**config.mk**
```make
export PLATFORM = sky130hd
export DESIGN_NAME = i2csb_top
export DESIGN_NICKNAME = d
export VERILOG_FILES = /design/src/rtl/i2csb_pkg.sv /design/src/rtl/i2csb_buf_if.sv /design/src/rtl/i2csb_ram.sv /design/src/rtl/i2csb_top.sv
export SDC_FILE = /design/constraint.sdc
export NUM_CORES = 1
export LEC_CHECK = 0
export ABC_AREA = 1
export BUFFER_PORTS_ARGS = -buffer_cell sky130_fd_sc_hd__buf_4
export CAP_MARGIN = 20
export CORE_ASPECT_RATIO = 0.6
export CORE_MARGIN = 2
export CORE_UTILIZATION = 29
export CTS_BUF_LIST = sky130_fd_sc_hd__clkbuf_4
export CTS_CLUSTER_SIZE = 8
export DETAILED_ROUTE_END_ITERATION = 16
export PLACE_DENSITY = 0.44
export SLEW_MARGIN = 20
export SYNTH_ARGS = -nofsm -noshare
export SYNTH_HDL_FRONTEND = slang
export SYNTH_HIERARCHICAL = 1
export SYNTH_SLANG_ARGS = --single-unit
```
**constraint.sdc**
```tcl
create_clock -name aclk -period 3.5 [get_ports aclk]
set_input_delay 0.175 -clock aclk [delete_from_list [all_inputs] [get_ports aclk]]
set_output_delay 0.175 -clock aclk [all_outputs]
set_load 0.02 [all_outputs]
```
**src/rtl/i2csb_pkg.sv**
```systemverilog
//
// Contract
// - Enable takes over data and clock pins
// - Works at bus clocks up to 400 kHz
// - Hardware compares 7-bit address, answers on match
// - Ten-bit and SMBus need firmware help only
// - Hardware detects conditions, generates acknowledge bits
// - Slave receives and transmits, byte at a time
// - Legacy mode stalls bus until firmware services
// - Buffered mode presents 32-byte RAM to master
// - Master sets buffer pointer; slave follows it
// - Buffered mode never stretches; returns current RAM
// - Low-power monitor watches bus activity
// - Registers expose data, status, flags and interrupts
package i2csb_pkg;

  // ---------------------------------------------------------------
  // Register offsets
  // ---------------------------------------------------------------
  localparam logic [7:0] I2CSB_OFS_CTRL   = 8'h00;
  localparam logic [7:0] I2CSB_OFS_ADDR   = 8'h04;
  localparam logic [7:0] I2CSB_OFS_STATUS = 8'h08;
  localparam logic [7:0] I2CSB_OFS_MASK   = 8'h0C;
  localparam logic [7:0] I2CSB_OFS_RXDATA = 8'h10;
  localparam logic [7:0] I2CSB_OFS_TXDATA = 8'h14;
  localparam logic [7:0] I2CSB_OFS_STATE  = 8'h18;
  localparam logic [7:0] I2CSB_OFS_BUF    = 8'h80;

  // ---------------------------------------------------------------
  // Control fields
  // ---------------------------------------------------------------
  localparam int I2CSB_CTL_EN   = 0;
  localparam int I2CSB_CTL_BUF  = 1;
  localparam int I2CSB_CTL_MON  = 2;
  localparam int I2CSB_CTL_NACK = 3;
  localparam int I2CSB_CTL_RLS  = 4;

  // ---------------------------------------------------------------
  // Status / mask bits
  // ---------------------------------------------------------------
  localparam int I2CSB_ST_ADDR  = 0;
  localparam int I2CSB_ST_RX    = 1;
  localparam int I2CSB_ST_TX    = 2;
  localparam int I2CSB_ST_STOP  = 3;
  localparam int I2CSB_ST_START = 4;
  localparam int I2CSB_ST_NAKD  = 5;
  localparam int I2CSB_ST_ACT   = 6;
  localparam int I2CSB_NEV      = 7;

  // ---------------------------------------------------------------
  // Reset values and sizes
  // ---------------------------------------------------------------
  localparam logic [4:0] I2CSB_CTRL_RST = 5'h00;
  localparam logic [6:0] I2CSB_ADDR_RST = 7'h08;
  localparam int         I2CSB_BUF_DEPTH = 32;
  localparam int         I2CSB_PTR_W     = 5;

  // AXI responses
  localparam logic [1:0] I2CSB_RESP_OK  = 2'h0;
  localparam logic [1:0] I2CSB_RESP_ERR = 2'h2;

  // ---------------------------------------------------------------
  // Timing: fastest bus clock, and system clock
  // ---------------------------------------------------------------
  localparam int I2CSB_SCL_MAX_KHZ = 400;
  localparam int I2CSB_CLK_MHZ     = 100;
  // Least clocks per bus bit at the top rate
  localparam int I2CSB_CYC_PER_BIT =
    (I2CSB_CLK_MHZ * 1000) / I2CSB_SCL_MAX_KHZ;

  // Bit engine states
  typedef enum logic [2:0] {
    I2CSB_IDLE = 3'b000,
    I2CSB_ADR  = 3'b001,
    I2CSB_AAK  = 3'b011,
    I2CSB_RXB  = 3'b010,
    I2CSB_RAK  = 3'b110,
    I2CSB_TXB  = 3'b111,
    I2CSB_TAK  = 3'b101,
    I2CSB_HOLD = 3'b100
  } i2csb_state_t;

endpackage : i2csb_pkg

```
**src/rtl/i2csb_buf_if.sv**
```systemverilog
`timescale 1ns/1ps
// Port from a user, the engine or the firmware side, into the buffer RAM
interface i2csb_buf_if;
  logic       we;    // Write strobe
  logic [4:0] addr;  // Byte pointer
  logic [7:0] wdata; // Write byte
  logic [7:0] rdata; // Registered read byte
  modport ram (input we, input addr, input wdata, output rdata);
  modport user (output we, output addr, output wdata, input rdata);
endinterface : i2csb_buf_if

```
**src/rtl/i2csb_ram.sv**
```systemverilog
`timescale 1ns/1ps
// Two-port byte buffer; each port reads out of a register
module i2csb_ram #(
  parameter int DEPTH = 32
) (
  // Clock
  input wire logic   aclk,
  // Bus side port
  i2csb_buf_if.ram   bus,
  // Firmware side port
  i2csb_buf_if.ram   cpu
);
  import i2csb_pkg::*;

  logic [7:0] mem [DEPTH];  // Storage, no reset needed

  // ---------------------------------------------------------------
  // Writes; bus side wins a same-address collision
  // ---------------------------------------------------------------
  always_ff @(posedge aclk) begin
    if (cpu.we) begin
      mem[cpu.addr] <= cpu.wdata;
    end
    if (bus.we) begin
      mem[bus.addr] <= bus.wdata;
    end
  end

  // Registered reads
  always_ff @(posedge aclk) begin
    bus.rdata <= mem[bus.addr];
    cpu.rdata <= mem[cpu.addr];
  end

endmodule : i2csb_ram

```
**src/rtl/i2csb_top.sv**
```systemverilog
`timescale 1ns/1ps
// Two-wire slave engine with AXI4-Lite registers
module i2csb_top (
  // Clock and reset
  input  wire logic        aclk,
  input  wire logic        aresetn,
  // AXI4-Lite write
  input  wire logic [7:0]  s_axi_awaddr,
  input  wire logic        s_axi_awvalid,
  output logic             s_axi_awready,
  input  wire logic [31:0] s_axi_wdata,
  input  wire logic [3:0]  s_axi_wstrb,
  input  wire logic        s_axi_wvalid,
  output logic             s_axi_wready,
  output logic [1:0]       s_axi_bresp,
  output logic             s_axi_bvalid,
  input  wire logic        s_axi_bready,
  // AXI4-Lite read
  input  wire logic [7:0]  s_axi_araddr,
  input  wire logic        s_axi_arvalid,
  output logic             s_axi_arready,
  output logic [31:0]      s_axi_rdata,
  output logic [1:0]       s_axi_rresp,
  output logic             s_axi_rvalid,
  input  wire logic        s_axi_rready,
  // Bus pins
  input  wire logic        scl_i,
  output logic             scl_o,
  output logic             scl_oe,
  input  wire logic        sda_i,
  output logic             sda_o,
  output logic             sda_oe,
  // Pin ownership and interrupt
  output logic             pins_owned,
  output logic             irq
);
  import i2csb_pkg::*;

  // ---------------------------------------------------------------
  // Pin synchronisers
  // ---------------------------------------------------------------
  logic [1:0] scl_s_q, sda_s_q;  // Two-stage capture
  logic       scl_p_q, sda_p_q;  // Previous synced level
  always_ff @(posedge aclk) begin
    if (!aresetn) begin
      scl_s_q <= 2'h3;
      sda_s_q <= 2'h3;
      scl_p_q <= 1'b1;
      sda_p_q <= 1'b1;
    end else begin
      scl_s_q <= {scl_s_q[0], scl_i};
      sda_s_q <= {sda_s_q[0], sda_i};
      scl_p_q <= scl_s_q[1];
      sda_p_q <= sda_s_q[1];
    end
  end
  wire scl  = scl_s_q[1];
  wire sda  = sda_s_q[1];
  wire rise = scl & ~scl_p_q;
  wire fall = ~scl & scl_p_q;
  // Start/stop: data moves while clock high
  wire start_c = scl & scl_p_q & ~sda & sda_p_q;
  wire stop_c  = scl & scl_p_q & sda & ~sda_p_q;

  // ---------------------------------------------------------------
  // Registers
  // ---------------------------------------------------------------
  logic [4:0]         ctrl_q, ctrl_d;      // Mode controls
  logic [6:0]         addr_q, addr_d;      // Own address
  logic [I2CSB_NEV-1:0] stat_q, stat_d;    // Sticky events
  logic [I2CSB_NEV-1:0] mask_q, mask_d;    // Interrupt mask
  logic [7:0]         txd_q, txd_d;        // Byte to send
  logic [7:0]         rxd_q, rxd_d;        // Last received byte
  logic [I2CSB_NEV-1:0] ev;                // Event pulses

  wire en   = ctrl_q[I2CSB_CTL_EN];
  wire bufm = ctrl_q[I2CSB_CTL_BUF];
  wire mon  = ctrl_q[I2CSB_CTL_MON];

  // ---------------------------------------------------------------
  // Bit engine
  // ---------------------------------------------------------------
  i2csb_state_t st_q, st_d;
  logic [3:0] bit_q, bit_d;     // Bits left in byte
  logic [7:0] sh_q, sh_d;       // Shift register
  logic       rd_q, rd_d;       // Master reading
  logic       sda_q, sda_d;     // Data line pulled low
  logic       scl_q, scl_d;     // Clock line held low
  logic       first_q, first_d; // Next write byte is pointer
  logic [4:0] ptr_q, ptr_d;     // Buffer pointer
  i2csb_state_t ret_q, ret_d;   // State after a stall
  logic       rls;              // Firmware releases stall
  logic       ack_ok;           // Byte accepted

  i2csb_buf_if bus_p ();
  i2csb_buf_if cpu_p ();

  // Next-state logic of the engine
  always_comb begin
    st_d = st_q; bit_d = bit_q; sh_d = sh_q; rd_d = rd_q;
    sda_d = sda_q; scl_d = scl_q; first_d = first_q;
    ptr_d = ptr_q; ret_d = ret_q; rxd_d = rxd_q;
    ev = '0;
    bus_p.we = 1'b0;
    bus_p.addr = ptr_q;
    bus_p.wdata = sh_q;
    ack_ok = !ctrl_q[I2CSB_CTL_NACK];
    ev[I2CSB_ST_ACT] = mon & (fall | start_c);
    if (!en || mon) begin
      // Disabled or listening only: never drive the lines
      st_d = I2CSB_IDLE; sda_d = 1'b0; scl_d = 1'b0;
    end else if (stop_c) begin
      st_d = I2CSB_IDLE; sda_d = 1'b0; scl_d = 1'b0;
      ev[I2CSB_ST_STOP] = 1'b1;
    end else if (start_c) begin
      st_d = I2CSB_ADR; bit_d = 4'd8; sda_d = 1'b0;
      scl_d = 1'b0; first_d = 1'b1;
      ev[I2CSB_ST_START] = 1'b1;
    end else begin
      unique case (st_q)
        I2CSB_IDLE: ;
        I2CSB_ADR: begin
          if (rise) begin
            sh_d = {sh_q[6:0], sda};
            bit_d = bit_q - 4'd1;
          end
          if (fall && bit_q == 4'd0) begin
            // Hardware compare of 7-bit address
            if (sh_q[7:1] == addr_q) begin
              rd_d = sh_q[0];
              sda_d = 1'b1;
              st_d = I2CSB_AAK;
              ev[I2CSB_ST_ADDR] = 1'b1;
              if (!bufm) begin
                scl_d = 1'b1;
                ret_d = I2CSB_AAK;
                st_d = I2CSB_HOLD;
              end
            end else begin
              st_d = I2CSB_IDLE;
            end
          end
        end
        I2CSB_HOLD: begin
          // Stalled with clock low until firmware acts
          if (rls) begin
            scl_d = 1'b0;
            st_d = ret_q;
          end
        end
        I2CSB_AAK, I2CSB_RAK: begin
          if (fall) begin
            sda_d = 1'b0;
            bit_d = 4'd8;
            st_d = rd_q ? I2CSB_TXB : I2CSB_RXB;
            if (rd_q) begin
              // Buffered reads return what firmware placed
              sh_d = bufm ? bus_p.rdata : txd_q;
              sda_d = bufm ? ~bus_p.rdata[7] : ~txd_q[7];
              if (bufm) begin
                ptr_d = ptr_q + 5'd1;
              end
            end
          end
        end
        I2CSB_RXB: begin
          if (rise) begin
            sh_d = {sh_q[6:0], sda};
            bit_d = bit_q - 4'd1;
          end
          if (fall && bit_q == 4'd0) begin
            rxd_d = sh_q;
            ev[I2CSB_ST_RX] = 1'b1;
            sda_d = ack_ok;
            st_d = I2CSB_RAK;
            if (bufm) begin
              if (first_q) begin
                ptr_d = sh_q[I2CSB_PTR_W-1:0];
                first_d = 1'b0;
              end else begin
                bus_p.we = 1'b1;
                ptr_d = ptr_q + 5'd1;
              end
            end else begin
              scl_d = 1'b1;
              ret_d = I2CSB_RAK;
              st_d = I2CSB_HOLD;
            end
          end
        end
        I2CSB_TXB: begin
          if (fall) begin
            bit_d = bit_q - 4'd1;
            sh_d = {sh_q[6:0], 1'b0};
            sda_d = (bit_q == 4'd1) ? 1'b0 : ~sh_q[6];
            if (bit_q == 4'd1) begin
              st_d = I2CSB_TAK;
              ev[I2CSB_ST_TX] = 1'b1;
              if (!bufm) begin
                ret_d = I2CSB_TAK;
                st_d = I2CSB_HOLD;
              end
            end
          end
        end
        I2CSB_TAK: begin
          if (rise) begin
            if (sda) begin
              ev[I2CSB_ST_NAKD] = 1'b1;
              st_d = I2CSB_IDLE;
            end else begin
              st_d = I2CSB_RAK;
            end
          end
        end
        default: st_d = I2CSB_IDLE;
      endcase
      // Assert the stall once the clock is low
      if (st_d == I2CSB_HOLD && st_q != I2CSB_HOLD) begin
        scl_d = 1'b1;
      end
    end
  end

  // Engine registers
  always_ff @(posedge aclk) begin
    if (!aresetn) begin
      st_q <= I2CSB_IDLE; bit_q <= 4'h0; sh_q <= 8'h00;
      rd_q <= 1'b0; sda_q <= 1'b0; scl_q <= 1'b0;
      first_q <= 1'b1; ptr_q <= 5'h00; ret_q <= I2CSB_IDLE;
      rxd_q <= 8'h00;
    end else begin
      st_q <= st_d; bit_q <= bit_d; sh_q <= sh_d;
      rd_q <= rd_d; sda_q <= sda_d; scl_q <= scl_d;
      first_q <= first_d; ptr_q <= ptr_d; ret_q <= ret_d;
      rxd_q <= rxd_d;
    end
  end

  // ---------------------------------------------------------------
  // Buffer RAM
  // ---------------------------------------------------------------
  i2csb_ram #(.DEPTH(I2CSB_BUF_DEPTH)) u_ram (
    .aclk (aclk),
    .bus  (bus_p.ram),
    .cpu  (cpu_p.ram)
  );

  // ---------------------------------------------------------------
  // AXI4-Lite slave
  // ---------------------------------------------------------------
  logic aw_q, w_q, bv_q, ar_q, rv_q, rw_q, wsb_q;
  logic [7:0] awa_q, ara_q;
  logic [31:0] wd_q, rd32_q;
  logic [1:0] br_q, rr_q;
  logic       awh, wh, doit, rdo;
  logic [31:0] rmux;
  logic        rerr;

  assign awh  = s_axi_awvalid & ~aw_q & ~bv_q;
  assign wh   = s_axi_wvalid & ~w_q & ~bv_q;
  assign doit = aw_q & w_q & ~bv_q & ~ar_q;
  assign rdo  = s_axi_arvalid & ~rv_q & ~ar_q;
  wire is_buf_w = awa_q[7] == 1'b1;
  assign cpu_p.we    = doit & is_buf_w & wsb_q;
  assign cpu_p.addr  = ar_q ? ara_q[6:2] : awa_q[6:2];
  assign cpu_p.wdata = wd_q[7:0];
  assign rls = doit & (awa_q == I2CSB_OFS_CTRL)
             & wd_q[I2CSB_CTL_RLS];

  // Register read mux
  always_comb begin
    rmux = 32'h0000_0000;
    rerr = 1'b0;
    if (ara_q[7]) begin
      rmux = {24'h00_0000, cpu_p.rdata};
    end else begin
      unique case (ara_q)
        I2CSB_OFS_CTRL:   rmux = {27'h0, ctrl_q};
        I2CSB_OFS_ADDR:   rmux = {25'h0, addr_q};
        I2CSB_OFS_STATUS: rmux = {25'h0, stat_q};
        I2CSB_OFS_MASK:   rmux = {25'h0, mask_q};
        I2CSB_OFS_RXDATA: rmux = {24'h0, rxd_q};
        I2CSB_OFS_TXDATA: rmux = {24'h0, txd_q};
        I2CSB_OFS_STATE:  rmux = {19'h0, ptr_q, st_q, 2'h0,
                                   sda, scl, scl_q};
        default:          rerr = 1'b1;
      endcase
    end
  end

  // Register write and status next values
  always_comb begin
    ctrl_d = ctrl_q; addr_d = addr_q; mask_d = mask_q;
    txd_d = txd_q;
    // Read of status clears; new events win over the clear
    stat_d = (rw_q && ara_q == I2CSB_OFS_STATUS) ? '0 : stat_q;
    stat_d = stat_d | ev;
    if (doit && !is_buf_w) begin
      unique case (awa_q)
        I2CSB_OFS_CTRL:   ctrl_d = {1'b0, wd_q[3:0]};
        I2CSB_OFS_ADDR:   addr_d = wd_q[6:0];
        I2CSB_OFS_MASK:   mask_d = wd_q[I2CSB_NEV-1:0];
        I2CSB_OFS_TXDATA: txd_d = wd_q[7:0];
        default: ;
      endcase
    end
  end

  // Bus handshake and register state
  always_ff @(posedge aclk) begin
    if (!aresetn) begin
      aw_q <= 1'b0; w_q <= 1'b0; bv_q <= 1'b0; br_q <= 2'h0;
      ar_q <= 1'b0; rv_q <= 1'b0; rr_q <= 2'h0; rw_q <= 1'b0;
      awa_q <= 8'h00; ara_q <= 8'h00; wd_q <= 32'h0;
      rd32_q <= 32'h0; wsb_q <= 1'b0;
      ctrl_q <= I2CSB_CTRL_RST; addr_q <= I2CSB_ADDR_RST;
      stat_q <= '0; mask_q <= '0; txd_q <= 8'h00;
    end else begin
      ctrl_q <= ctrl_d; addr_q <= addr_d; stat_q <= stat_d;
      mask_q <= mask_d; txd_q <= txd_d;
      if (awh) begin
        aw_q <= 1'b1; awa_q <= s_axi_awaddr;
      end
      if (wh) begin
        w_q <= 1'b1; wd_q <= s_axi_wdata;
        wsb_q <= s_axi_wstrb[0];
      end
      if (doit) begin
        aw_q <= 1'b0; w_q <= 1'b0; bv_q <= 1'b1;
        br_q <= (is_buf_w || awa_q <= I2CSB_OFS_STATE)
              ? I2CSB_RESP_OK : I2CSB_RESP_ERR;
      end else if (bv_q && s_axi_bready) begin
        bv_q <= 1'b0;
      end
      // Read: address cycle, RAM cycle, then data
      rw_q <= ar_q;
      if (rdo) begin
        ar_q <= 1'b1; ara_q <= s_axi_araddr;
      end else if (ar_q) begin
        ar_q <= 1'b0;
      end
      if (rw_q) begin
        rv_q <= 1'b1; rd32_q <= rmux;
        rr_q <= rerr ? I2CSB_RESP_ERR : I2CSB_RESP_OK;
      end else if (rv_q && s_axi_rready) begin
        rv_q <= 1'b0;
      end
    end
  end

  // ---------------------------------------------------------------
  // Outputs; irq and pin ownership registered, AXI readies and scl_oe combinational
  // ---------------------------------------------------------------
  logic irq_q, own_q;
  always_ff @(posedge aclk) begin
    if (!aresetn) begin
      irq_q <= 1'b0; own_q <= 1'b0;
    end else begin
      irq_q <= |(stat_q & mask_q);
      own_q <= en;
    end
  end
  assign s_axi_awready = awh;
  assign s_axi_wready  = wh;
  assign s_axi_bvalid  = bv_q;
  assign s_axi_bresp   = br_q;
  assign s_axi_arready = rdo;
  assign s_axi_rvalid  = rv_q;
  assign s_axi_rdata   = rd32_q;
  assign s_axi_rresp   = rr_q;
  assign sda_o  = 1'b0;
  assign sda_oe = sda_q;
  assign scl_o  = 1'b0;
  assign scl_oe = scl_q & ~bufm;
  assign pins_owned = own_q;
  assign irq = irq_q;

endmodule : i2csb_top

```
======== Word level (Yosys, flattened, before mapping) ========
Memory sizes are Yosys's and may differ from the RTL's. A register that Yosys moved wholly into a read port is not among the register bits.
Cells that the tools add are included.
word-level totals
  register bits after elaboration ......... 143
  bits in writable memories ............... 256
  input port bits ......................... 61
  output and inout port bits .............. 47
  word-level logic and storage cells ...... 273
  memories kept ........................... 1
memories
  name       depth  bits a word  rd ports  clocked after memory_dff  wr ports  line             text
  u_ram.mem  32     8            2         2                         2         i2csb_ram.sv:15  logic [7:0] mem [DEPTH];
cells by class
  add/sub/neg operators ................... 2
  $lt $le $gt $ge ......................... 1
  equality and inequality tests ........... 40
  muxes and demuxes ....................... 107
  bitwise gates (word level) .............. 42
  reduce and logical (&&, ||, !) cells .... 45
operators with widths
  kind                                            count
  case mux 13 bit (7 select lines)                1
  2-to-1 mux 3 bit                                24
  2-to-1 mux 1 bit                                52
  2-to-1 mux 8 bit                                5
  2-to-1 mux 5 bit                                7
  == test 8 x 5 -> 1 bit (second input constant)  4
  == test 8 x 4 -> 1 bit (second input constant)  3
  != test 2 bit (second input constant)           12
  case mux 8 bit (3 select lines)                 1
  AND 1 bit                                       22
  != test 3 bit (second input constant)           7
  case mux 3 bit (6 select lines)                 1
  AND reduction 6 bit                             3
  inverter 1 bit                                  17
  == test 8 x 3 -> 1 bit (second input constant)  2
  zero test 8 bit                                 2
  2-to-1 mux 4 bit                                4
  == test 3 bit (second input constant)           5
  AND reduction 5 bit                             3
  OR reduction 7 bit                              2
  2-to-1 mux 13 bit                               1
  case mux 4 bit (3 select lines)                 1
  AND reduction 12 bit                            1
  nonzero test 2 bit                              6
  other kinds (31)                                51

======== Depth between registers and ports, before layout ========
Gate-level depths: netlist of the first run.
  word-level depth ........................ 14
  gate-level depth with buffers ........... 15
  mapped depth without buffers ............ 15

======== By module ========
Netlist of the first run, hierarchy kept.
by module, submodules not included
  module     instances  cells an instance  area each (µm²)  sequential area each (µm²)
  i2csb_ram  1          2,450              16,743.6         8,007.7
  i2csb_top  1          824                5,977.0          2,442.3

======== Least setup slack after synthesis of the first run ========
Ideal clock, no wire load.
  path kind ............................... register to register
  from .................................... register bit_q[0]
  to ...................................... memory u_ram.mem[0][0] (enable)
  setup time .............................. 0.384 ns
  arrival ................................. 2.362 ns
  required time ........................... 3.116 ns
  setup slack ............................. 0.754 ns
  cell stages (with the launch flop) ...... 11
  buffers on the path ..................... 1
  period minus slack after synthesis ...... 2.746 ns
  path through ............................ dfxtp_1 -> inv_1 -> ha_1 -> nand3_1 -> nor2_2 -> nand3_1 -> nor3_1 -> nor3b_2 -> nand2_1 -> clkbuf_1 -> o21ai_0
RTL lines
  item                    line              text
  from (decl)             i2csb_top.sv:84   logic [3:0] bit_q, bit_d;
  from (signal assigned)  i2csb_top.sv:228  st_q <= I2CSB_IDLE; bit_q <= 4'h0; sh_q <= 8'h00;
  from (signal assigned)  i2csb_top.sv:233  st_q <= st_d; bit_q <= bit_d; sh_q <= sh_d;
  to (decl)               i2csb_ram.sv:15

==> run summary, run 1 <==
TIMING
----------------------------------------------------------------------------------------
Final worst setup slack ...................................................       449 ps
Max-slew headroom .........................................................        22.8%
Setup clock skew after layout .............................................      67.5 ps
Final hold violation count ................................................            0
Fin crit period ...........................................................      3050 ps
Unrepaired setup endpoints after global routing ...........................        false
Transition at the pin with the smallest max-transition slack ..............      1160 ps
Hold_ws ...................................................................       179 ps
Total negative slack for setup checks .....................................         0 ps
Max Slew Vio Count ........................................................            0
Top achievable clock speed ................................................      328 MHz
Final critical-path share of the clock period .............................        87.2%
Total setup violations reported at the end of the flow ....................            0

DIE
----------------------------------------------------------------------------------------
Row cnt ...................................................................           79
Die height ................................................................  221 microns
Top-Level Pins ............................................................          108
Placeable Area ............................................................  77500 sq um
Chip width ................................................................  365 microns
Full die area .............................................................  80700 sq um
Starting density of the core ..............................................        29.3%

CLOCK TREE
----------------------------------------------------------------------------------------
Insertion delay to the later sink of the worst-skew pair ..................       920 ps
Number of buffers on the longest clock path ...............................            3
Clk slew on worst S/H paths ...............................................        70 ps
CTS buffer count ..........................................................          104
Sinks on the clock net ....................................................          394
Number of levels in the clock H-tree ......................................            3
CTS Root Cell ............................................................. sky130_fd_sc_hd__clkbuf_4
CTS tree ..................................................................          yes

PLACEMENT
----------------------------------------------------------------------------------------
Placed cell area ..........................................................  24700 sq um
Total instance count after detailed placement .............................         4324
Gp weighted congestion ....................................................        0.988
Count of input and output buffers .........................................           57
Worst slack at placement ..................................................       599 ps
Post-detail-place hpwl .................................................... 64800 microns

CELLS AND AREA
----------------------------------------------------------------------------------------
Synthesis-to-finish area growth ...........................................        18.7%
Fill cells ................................................................         8503
Post-layout instance count excluding filler cells .........................         4603
Post-layout instance area .................................................  27000 sq um
Fraction of layout cells with a size suffix above 1 .......................        12.6%
Leading cell type in the layout, fill and taps excluded ................... sky130_fd_sc_hd__nand2_1
Leading cell types in the layout, fill and taps excluded .................. sky130_fd_sc_hd__nand2_1 (1667), sky130_fd_sc_hd__o21ai_0 (426), sky130_fd_sc_hd__edfxtp_1 (256), sky130_fd_sc_hd__buf_4 (195), sky130_fd_sc_hd__clkbuf_4 (159)
End-of-flow core utilization ..............................................        34.8%
Final Net Count ...........................................................         3526

OUTCOME
----------------------------------------------------------------------------------------
Outcome ................................................................... complete, no violations

SETUP PATH
----------------------------------------------------------------------------------------
Cell with the largest stage delay on the worst path ....................... sky130_fd_sc_hd__dfxtp_1
Worst r2r path cells ......................................................           12
Worst path required time ..................................................      4070 ps
Startpoint type of the worst setup path ...................................     register
Data arrival, critical path ...............................................      3620 ps
Setup slack of the most critical reg-to-reg path ..........................       450 ps
Endpoint class of the critical path .......................................     register
CP peak stage delay .......................................................       470 ps
Crit Path Max Fanout ......................................................            8
Setup Crit Path Kind ......................................................   reg -> reg
Cell Chain, Critical Path ................................................. nand4_1 -> nand2_1 -> nor2_1 -> inv_1 -> nor3_1 -> buf_4 -> nand2_1 -> inv_1 -> buf_4 -> nand2_1 -> o21ai_0 -> buf_4

POWER AND IR DROP
----------------------------------------------------------------------------------------
Leakage ...................................................................      11.7 nW
Max rail drop VDD .........................................................     0.212 mV
Power per Cell Area .......................................................  408 nW/um^2
Total chip power ..........................................................      11.0 mW

DRT
----------------------------------------------------------------------------------------
Number of design rule violations left after detail routing ................            0
Via-per-instance ratio ....................................................         4.84
Antenna Violating Nets Remaining ..........................................            0
Total detailed-routing wirelength ......................................... 94900 microns
Average detailed-routed wire length per instance .......................... 20.6 microns
DR iter-0 viols ...........................................................         2638
Total vias in the final route .............................................        22300
Number of search-and-repair iterations in the first detailed-routing pass .            6

MIN PATH
----------------------------------------------------------------------------------------
Class of the most critical hold timing path ...............................    in -> reg
Number of cells on the worst hold path ....................................            3

GLOBAL ROUTING
----------------------------------------------------------------------------------------
Wire length of the first global-routing pass .............................. 138000 microns
Initial antenna violation count ...........................................            4
Vias in the first global route ............................................        20400
Largest net degree at the start of global routing .........................           86
Global route overflow .....................................................            0
Total GRT Usage ...........................................................        23.3%

LOGIC SYNTHESIS
----------------------------------------------------------------------------------------
Number of warnings printed during yosys synthesis .........................            6
Gate count of the mapped netlist ..........................................         3274
Area of the mapped netlist ................................................  22700 sq um
Fraction of the yosys area taken by sequential cells ......................        46.0%
Netlist cell types ........................................................           54
Avg Synthesized Cell Area .................................................   6.94 sq um
Flop and latch count out of synthesis .....................................          394

JOB
----------------------------------------------------------------------------------------
Number of max-cap violations ..............................................            0

-- cells in the mapped netlist (all sizes together) --
cell type	n	area (sq um)
dfxtp	138	2760
buf	76	440
clkbuf	148	559
o2bb2ai	1	8.76
nor3b	1	12.5
nand2	1684	6380
inv	178	673
nor3	28	219
a22o	1	8.76
conb	1	3.75
o211a	1	10.0
nor2	103	427
o2111ai	1	8.76
or2	6	37.5
o21a	1	7.51
a31oi	9	56.3
xor2	2	17.5
o311ai	1	8.76
o211ai	9	67.6
ha	3	37.5
edfxtp	256	7690
nand4	10	68.8
clkinv	3	11.3
nand3	38	208
a211oi	9	72.6
o21ai	437	2200
and3	1	6.26
a21oi	106	538
a41o	1	10.0
a221oi	3	26.3
nor4	2	33.8
o41ai	1	8.76
o22ai	12	75.1
xnor2	3	26.3
-- worst max-delay path, delay by kind of cell, from the launching register on --
family | cells | cell delay, ps
AO/OA/AOI/OAI | 1 | 110
AND/OR/NAND/NOR | 6 | 1130
flip-flops | 1 | 470
buffers and inverters | 5 | 1050
-- power breakdown --
| group | internal [mW] | switching [mW] |
|---|---|---|
| Clock | 2.29 | 2.15 |
| Combinational | 0.453 | 0.884 |
| Sequential | 5.05 | 0.157 |
| Total | 7.80 | 3.19 |
-- cell families (layout without fill, tap and decap cells) --
group | after synthesis | count (layout) | share of synthesized area, %
flip-flops | 394 | 394 | 46.0
adder cells (fa/ha/maj) | 3 | 3 | 0.165
AO/OA/AOI/OAI | 593 | 593 | 13.7
other | 1 | 27 | 0.0165
AND/OR/NAND/NOR | 1873 | 1873 | 32.6
XOR/XNOR | 5 | 5 | 0.193
buffers and inverters | 405 | 655 | 7.41
-- repair_timing --
action | CTS | global route
setup endpoints to repair | 0 | 0
hold buffers | 85 | 0
hold endpoints to repair | 64 | 0
setup buffers | 0 | 0
resized for setup | 0 | 0
-- flip-flops by register name (all words and copies together), names as in the netlist, 7 cells and up --
register         count
wd_q                 8
awa_q                8
mask_q               7
stat_q               7
s_axi_rdata         13
rxd_q                8
ara_q                8
bus_p.wdata          8
addr_q               7
txd_q                8
u_ram/bus.rdata      8
u_ram/cpu.rdata      8
u_ram/mem          256
-- worst paths after layout --
check                                        end  startpoint
worst min register to register        sda_s_q[1]  sda_s_q[0]
worst max register to register  u_ram/mem[21][1]  sda_s_q[1]
worst max-delay path            u_ram/mem[21][1]  sda_s_q[1]
worst min-delay path                     first_q     aresetn
-- final cells by class --
type	count	area (sq um)	share of cell area, %
multi-input combinational	2497	10700	39.6
sequential	394	10500	38.8
timing repair buffer	284	2390	8.88
tap	1053	1320	4.88
clock buffer	159	1190	4.43
inverter	181	687	2.55
clock inverter	31	215	0.798
antenna	4	10.0	0.0371
-- per-layer routing --
metal / vias to the layer above / part of all wire, % / GRT usage, %
li1: 10900 / - / -
met1: 10300 / 51 / 37.9
met2: 945 / 35 / 27.9
met3: 94 / 12 / 8.98
met4: 0 / 1.2 / 4.26
met5: - / 0 / 0
Note: power is estimated with default switching activity, not from simulation.
==> inputs of run 2 (changes only) <==
Settings changed: ABC_AREA 1 to 0.
==> run 2 against run 1 <==
  * Sequential share of layout area up 0.47 points
  * Count of clock-buffer cells in the layout down 11
  * Final area down 1.2%
  * Cell count down 30%
==> run summary, run 2 <==
OUTCOME
----------------------------------------------------------------------------------------
Outcome ................................................................... complete, no violations

GLOBAL ROUTING
----------------------------------------------------------------------------------------
Global route overflow .....................................................            0
Wire length of the first global-routing pass .............................. 127000 microns
Vias in the first global route ............................................        17100
Initial antenna violation count ...........................................            6
Total GRT Usage ...........................................................        22.5%
Largest net degree at the start of global routing .........................           61

SETUP PATH
----------------------------------------------------------------------------------------
Data arrival, critical path ...............................................      3900 ps
Worst path required time ..................................................      4100 ps
Largest delay share family, worst path .................................... simple AND/OR/NAND/NOR gates
CP dominant cell by count ................................................. sky130_fd_sc_hd__buf_4
CP peak stage delay .......................................................       480 ps
Endpoint class of the critical path .......................................     register
Setup Crit Path Kind ......................................................   reg -> reg
Startpoint type of the worst setup path ...................................     register
Cell Chain, Critical Path ................................................. nor4b_4 -> nand2_2 -> nor4_2 -> nor3b_1 -> buf_4 -> or3b_1 -> buf_4 -> nor2_2 -> buf_12 -> mux2_2
Buffers and inverters on the worst path ...................................            3
Cell with the largest stage delay on the worst path ....................... sky130_fd_sc_hd__nor4b_4
Crit Path Max Fanout ......................................................            8

LOGIC SYNTHESIS
----------------------------------------------------------------------------------------
Yosys top cell by area .................................................... sky130_fd_sc_hd__edfxtp_1
Number of warnings printed during yosys synthesis .........................            6
Fraction of registers with async set/reset ................................           0%
Gate count of the mapped netlist ..........................................         1913
Share of the synthesized area in the top cell type ........................        34.6%
Netlist cell types ........................................................           91
Area of the mapped netlist ................................................  22200 sq um
Flop and latch count out of synthesis .....................................          394
Avg Synthesized Cell Area .................................................   11.6 sq um
Most common library cells after synthesis ................................. sky130_fd_sc_hd__mux2i_1 (337), sky130_fd_sc_hd__edfxtp_1 (256), sky130_fd_sc_hd__mux2_2 (253), sky130_fd_sc_hd__o22ai_1 (143), sky130_fd_sc_hd__dfxtp_1 (138)
Library cell with the highest instance count after synthesis .............. sky130_fd_sc_hd__mux2i_1
Fraction of the yosys area taken by sequential cells ......................        47.0%
Number of synthesized flops with an enable pin ............................          256
Cell types occupying the most area after synthesis ........................ sky130_fd_sc_hd__edfxtp_1 (35%), sky130_fd_sc_hd__mux2i_1 (15%), sky130_fd_sc_hd__mux2_2 (13%)
Post-synth top flop ....................................................... sky130_fd_sc_hd__edfxtp_1

CELLS AND AREA
----------------------------------------------------------------------------------------
Most flops, register ......................................................    u_ram/mem
Final Net Count ...........................................................         2206
Leading cell types in the layout, fill and taps excluded .................. sky130_fd_sc_hd__mux2i_1 (337), sky130_fd_sc_hd__edfxtp_1 (256), sky130_fd_sc_hd__mux2_2 (253), sky130_fd_sc_hd__buf_4 (187), sky130_fd_sc_hd__clkbuf_4 (148)
Synthesis-to-finish area growth ...........................................        19.8%
Fill cells ................................................................         7634
Leading cell type in the layout, fill and taps excluded ................... sky130_fd_sc_hd__mux2i_1
Fraction of layout cells with a size suffix above 1 .......................        31.7%
Post-layout instance count excluding filler cells .........................         3216
Max reg flops .............................................................          256

POWER AND IR DROP
----------------------------------------------------------------------------------------
Sw power ..................................................................      2.76 mW
Int Power .................................................................      7.49 mW
Total chip power ..........................................................      10.2 mW
Max rail drop VDD .........................................................     0.253 mV
Part of the power in combinational logic ..................................        10.5%
Sw frac ...................................................................        26.9%
Clock power frac ..........................................................        39.6%
Leakage ...................................................................      9.22 nW
Power share of the sequential group .......................................        49.9%
Power per Cell Area .......................................................  384 nW/um^2

DIE
----------------------------------------------------------------------------------------
Chip width ................................................................  362 microns
Full die area .............................................................  79000 sq um
Placeable Area ............................................................  75700 sq um
Row cnt ...................................................................           78
Starting density of the core ..............................................        29.4%
Top-Level Pins ............................................................          108
Die height ................................................................  219 microns

TIMING
----------------------------------------------------------------------------------------
Final hold violation count ................................................            0
Final critical-path share of the clock period .............................        94.3%
Max Slew Vio Count ........................................................            0
Total negative slack for setup checks .....................................         0 ps
Top achievable clock speed ................................................      303 MHz
Setup clock skew after layout .............................................      54.5 ps
Unrepaired setup endpoints after global routing ...........................        false
Max-slew headroom .........................................................        21.3%
Transition at the pin with the smallest max-transition slack ..............      1180 ps
Fin crit period ...........................................................      3300 ps
Total setup violations reported at the end of the flow ....................            0

CLOCK TREE
----------------------------------------------------------------------------------------
Clk slew on worst S/H paths ...............................................        80 ps
Number of setup buffers added after CTS ...................................            0
Number of instances resized during post-cts repair ........................            0
Number of hold buffers added after CTS ....................................           86
Insertion delay to the later sink of the worst-skew pair ..................       890 ps
CTS Root Cell ............................................................. sky130_fd_sc_hd__clkbuf_4
Sinks on the clock net ....................................................          394
Number of buffers on the longest clock path ...............................            3
CTS tree ..................................................................          yes
CTS buffer count ..........................................................           97
Number of levels in the clock H-tree ......................................            3

DRT
----------------------------------------------------------------------------------------
Total vias in the final route .............................................        17900
Average detailed-routed wire length per instance .......................... 28.1 microns
Number of design rule violations left after detail routing ................            0
Antenna Violating Nets Remaining ..........................................            0
DR iter-0 viols ...........................................................         2083
Via-per-instance ratio ....................................................         5.56
Number of search-and-repair iterations in the first detailed-routing pass .            6
Total detailed-routing wirelength ......................................... 90200 microns

JOB
----------------------------------------------------------------------------------------
Number of max-cap violations ..............................................            0

MIN PATH
----------------------------------------------------------------------------------------
Class of the most critical hold timing path ...............................    in -> reg

PLACEMENT
----------------------------------------------------------------------------------------
Count of input and output buffers .........................................           57
Gp weighted congestion ....................................................        0.936
Post-detail-place hpwl .................................................... 63500 microns
Total instance count after detailed placement .............................         2957

-- run 2: layout make-up --
class	count	area [sq um]	share of cell area, %
Antenna cell	2	5.00	0.0188
Clock buffer	148	1110	4.17
Clock inverter	23	123	0.460
Inverter	9	35.0	0.131
Multi-Input combinational cell	1345	11000	41.1
Sequential cell	394	10500	39.3
Tap cell	1000	1250	4.69
Timing Repair Buffer	295	2710	10.1
-- run 2: routing by layer --
metal | vias to the layer above | global-route usage, % | wire (microns)
met5 | - | 1.47 | 173
met3 | 105 | 7.95 | 10600
met1 | 9097 | 36.5 | 46500
met4 | 4 | 4.32 | 1170
met2 | 909 | 27.0 | 31800
li1 | 7774 | - | -
-- run 2: cell families (layout without fill, tap and decap cells) --
| group | count (synthesis) | after routing | synth area share, % |
|---|---|---|---|
| multiplexers | 602 | 602 | 28.8 |
| other | 1 | 25 | 0.0169 |
| flip-flops | 394 | 394 | 47.0 |
| buffers and inverters | 196 | 475 | 4.23 |
| adder cells (fa/ha/maj) | 3 | 3 | 0.169 |
| XOR/XNOR | 9 | 9 | 0.439 |
| AO/OA/AOI/OAI | 282 | 282 | 8.34 |
| AND/OR/NAND/NOR | 426 | 426 | 11.1 |
-- run 2: final timing paths --
kind,cells past startpoint,startpoint,slack (ps),end
min reg2reg,1,sda_s_q[0],410,sda_s_q[1]
max reg2reg,10,bit_q[2],200,u_ram/mem[12][3]
max,10,bit_q[2],200,u_ram/mem[12][3]
min,5,s_axi_wvalid,190,w_q
-- run 2: through the flow --
stage | utilization, % | area (sq um) | worst slack (ps) | hold slack (ps)
floorplan | - | 22300 | 99.5 | 248
global placement | 32.4 | 24500 | 272 | 365
detailed placement | 32.4 | 24600 | 251 | 369
CTS | 35.2 | 26700 | 237 | 120
global route | 35.2 | 26700 | 75.8 | 220
finish | 35.2 | 26700 | 199 | 187
-- run 2: power groups by stage --
| stage | sequential [mW] | clock [mW] | combinational [mW] |
|---|---|---|---|
| floorplan | 5.15 | 0 | 0.624 |
| global placement | 5.22 | 0 | 0.929 |
| detailed placement | 5.21 | 0 | 0.949 |
| CTS | 5.11 | 4.18 | 1.05 |
| global route | 5.11 | 4.40 | 1.13 |
| finish | 5.11 | 4.06 | 1.08 |
-- run 2: worst min-delay path, stage by stage --
cell,delay [ps]
sky130_fd_sc_hd__buf_4,80
sky130_fd_sc_hd__nand2_1,210
sky130_fd_sc_hd__inv_1,420
sky130_fd_sc_hd__nor2_1,80
sky130_fd_sc_hd__nor2_1,80
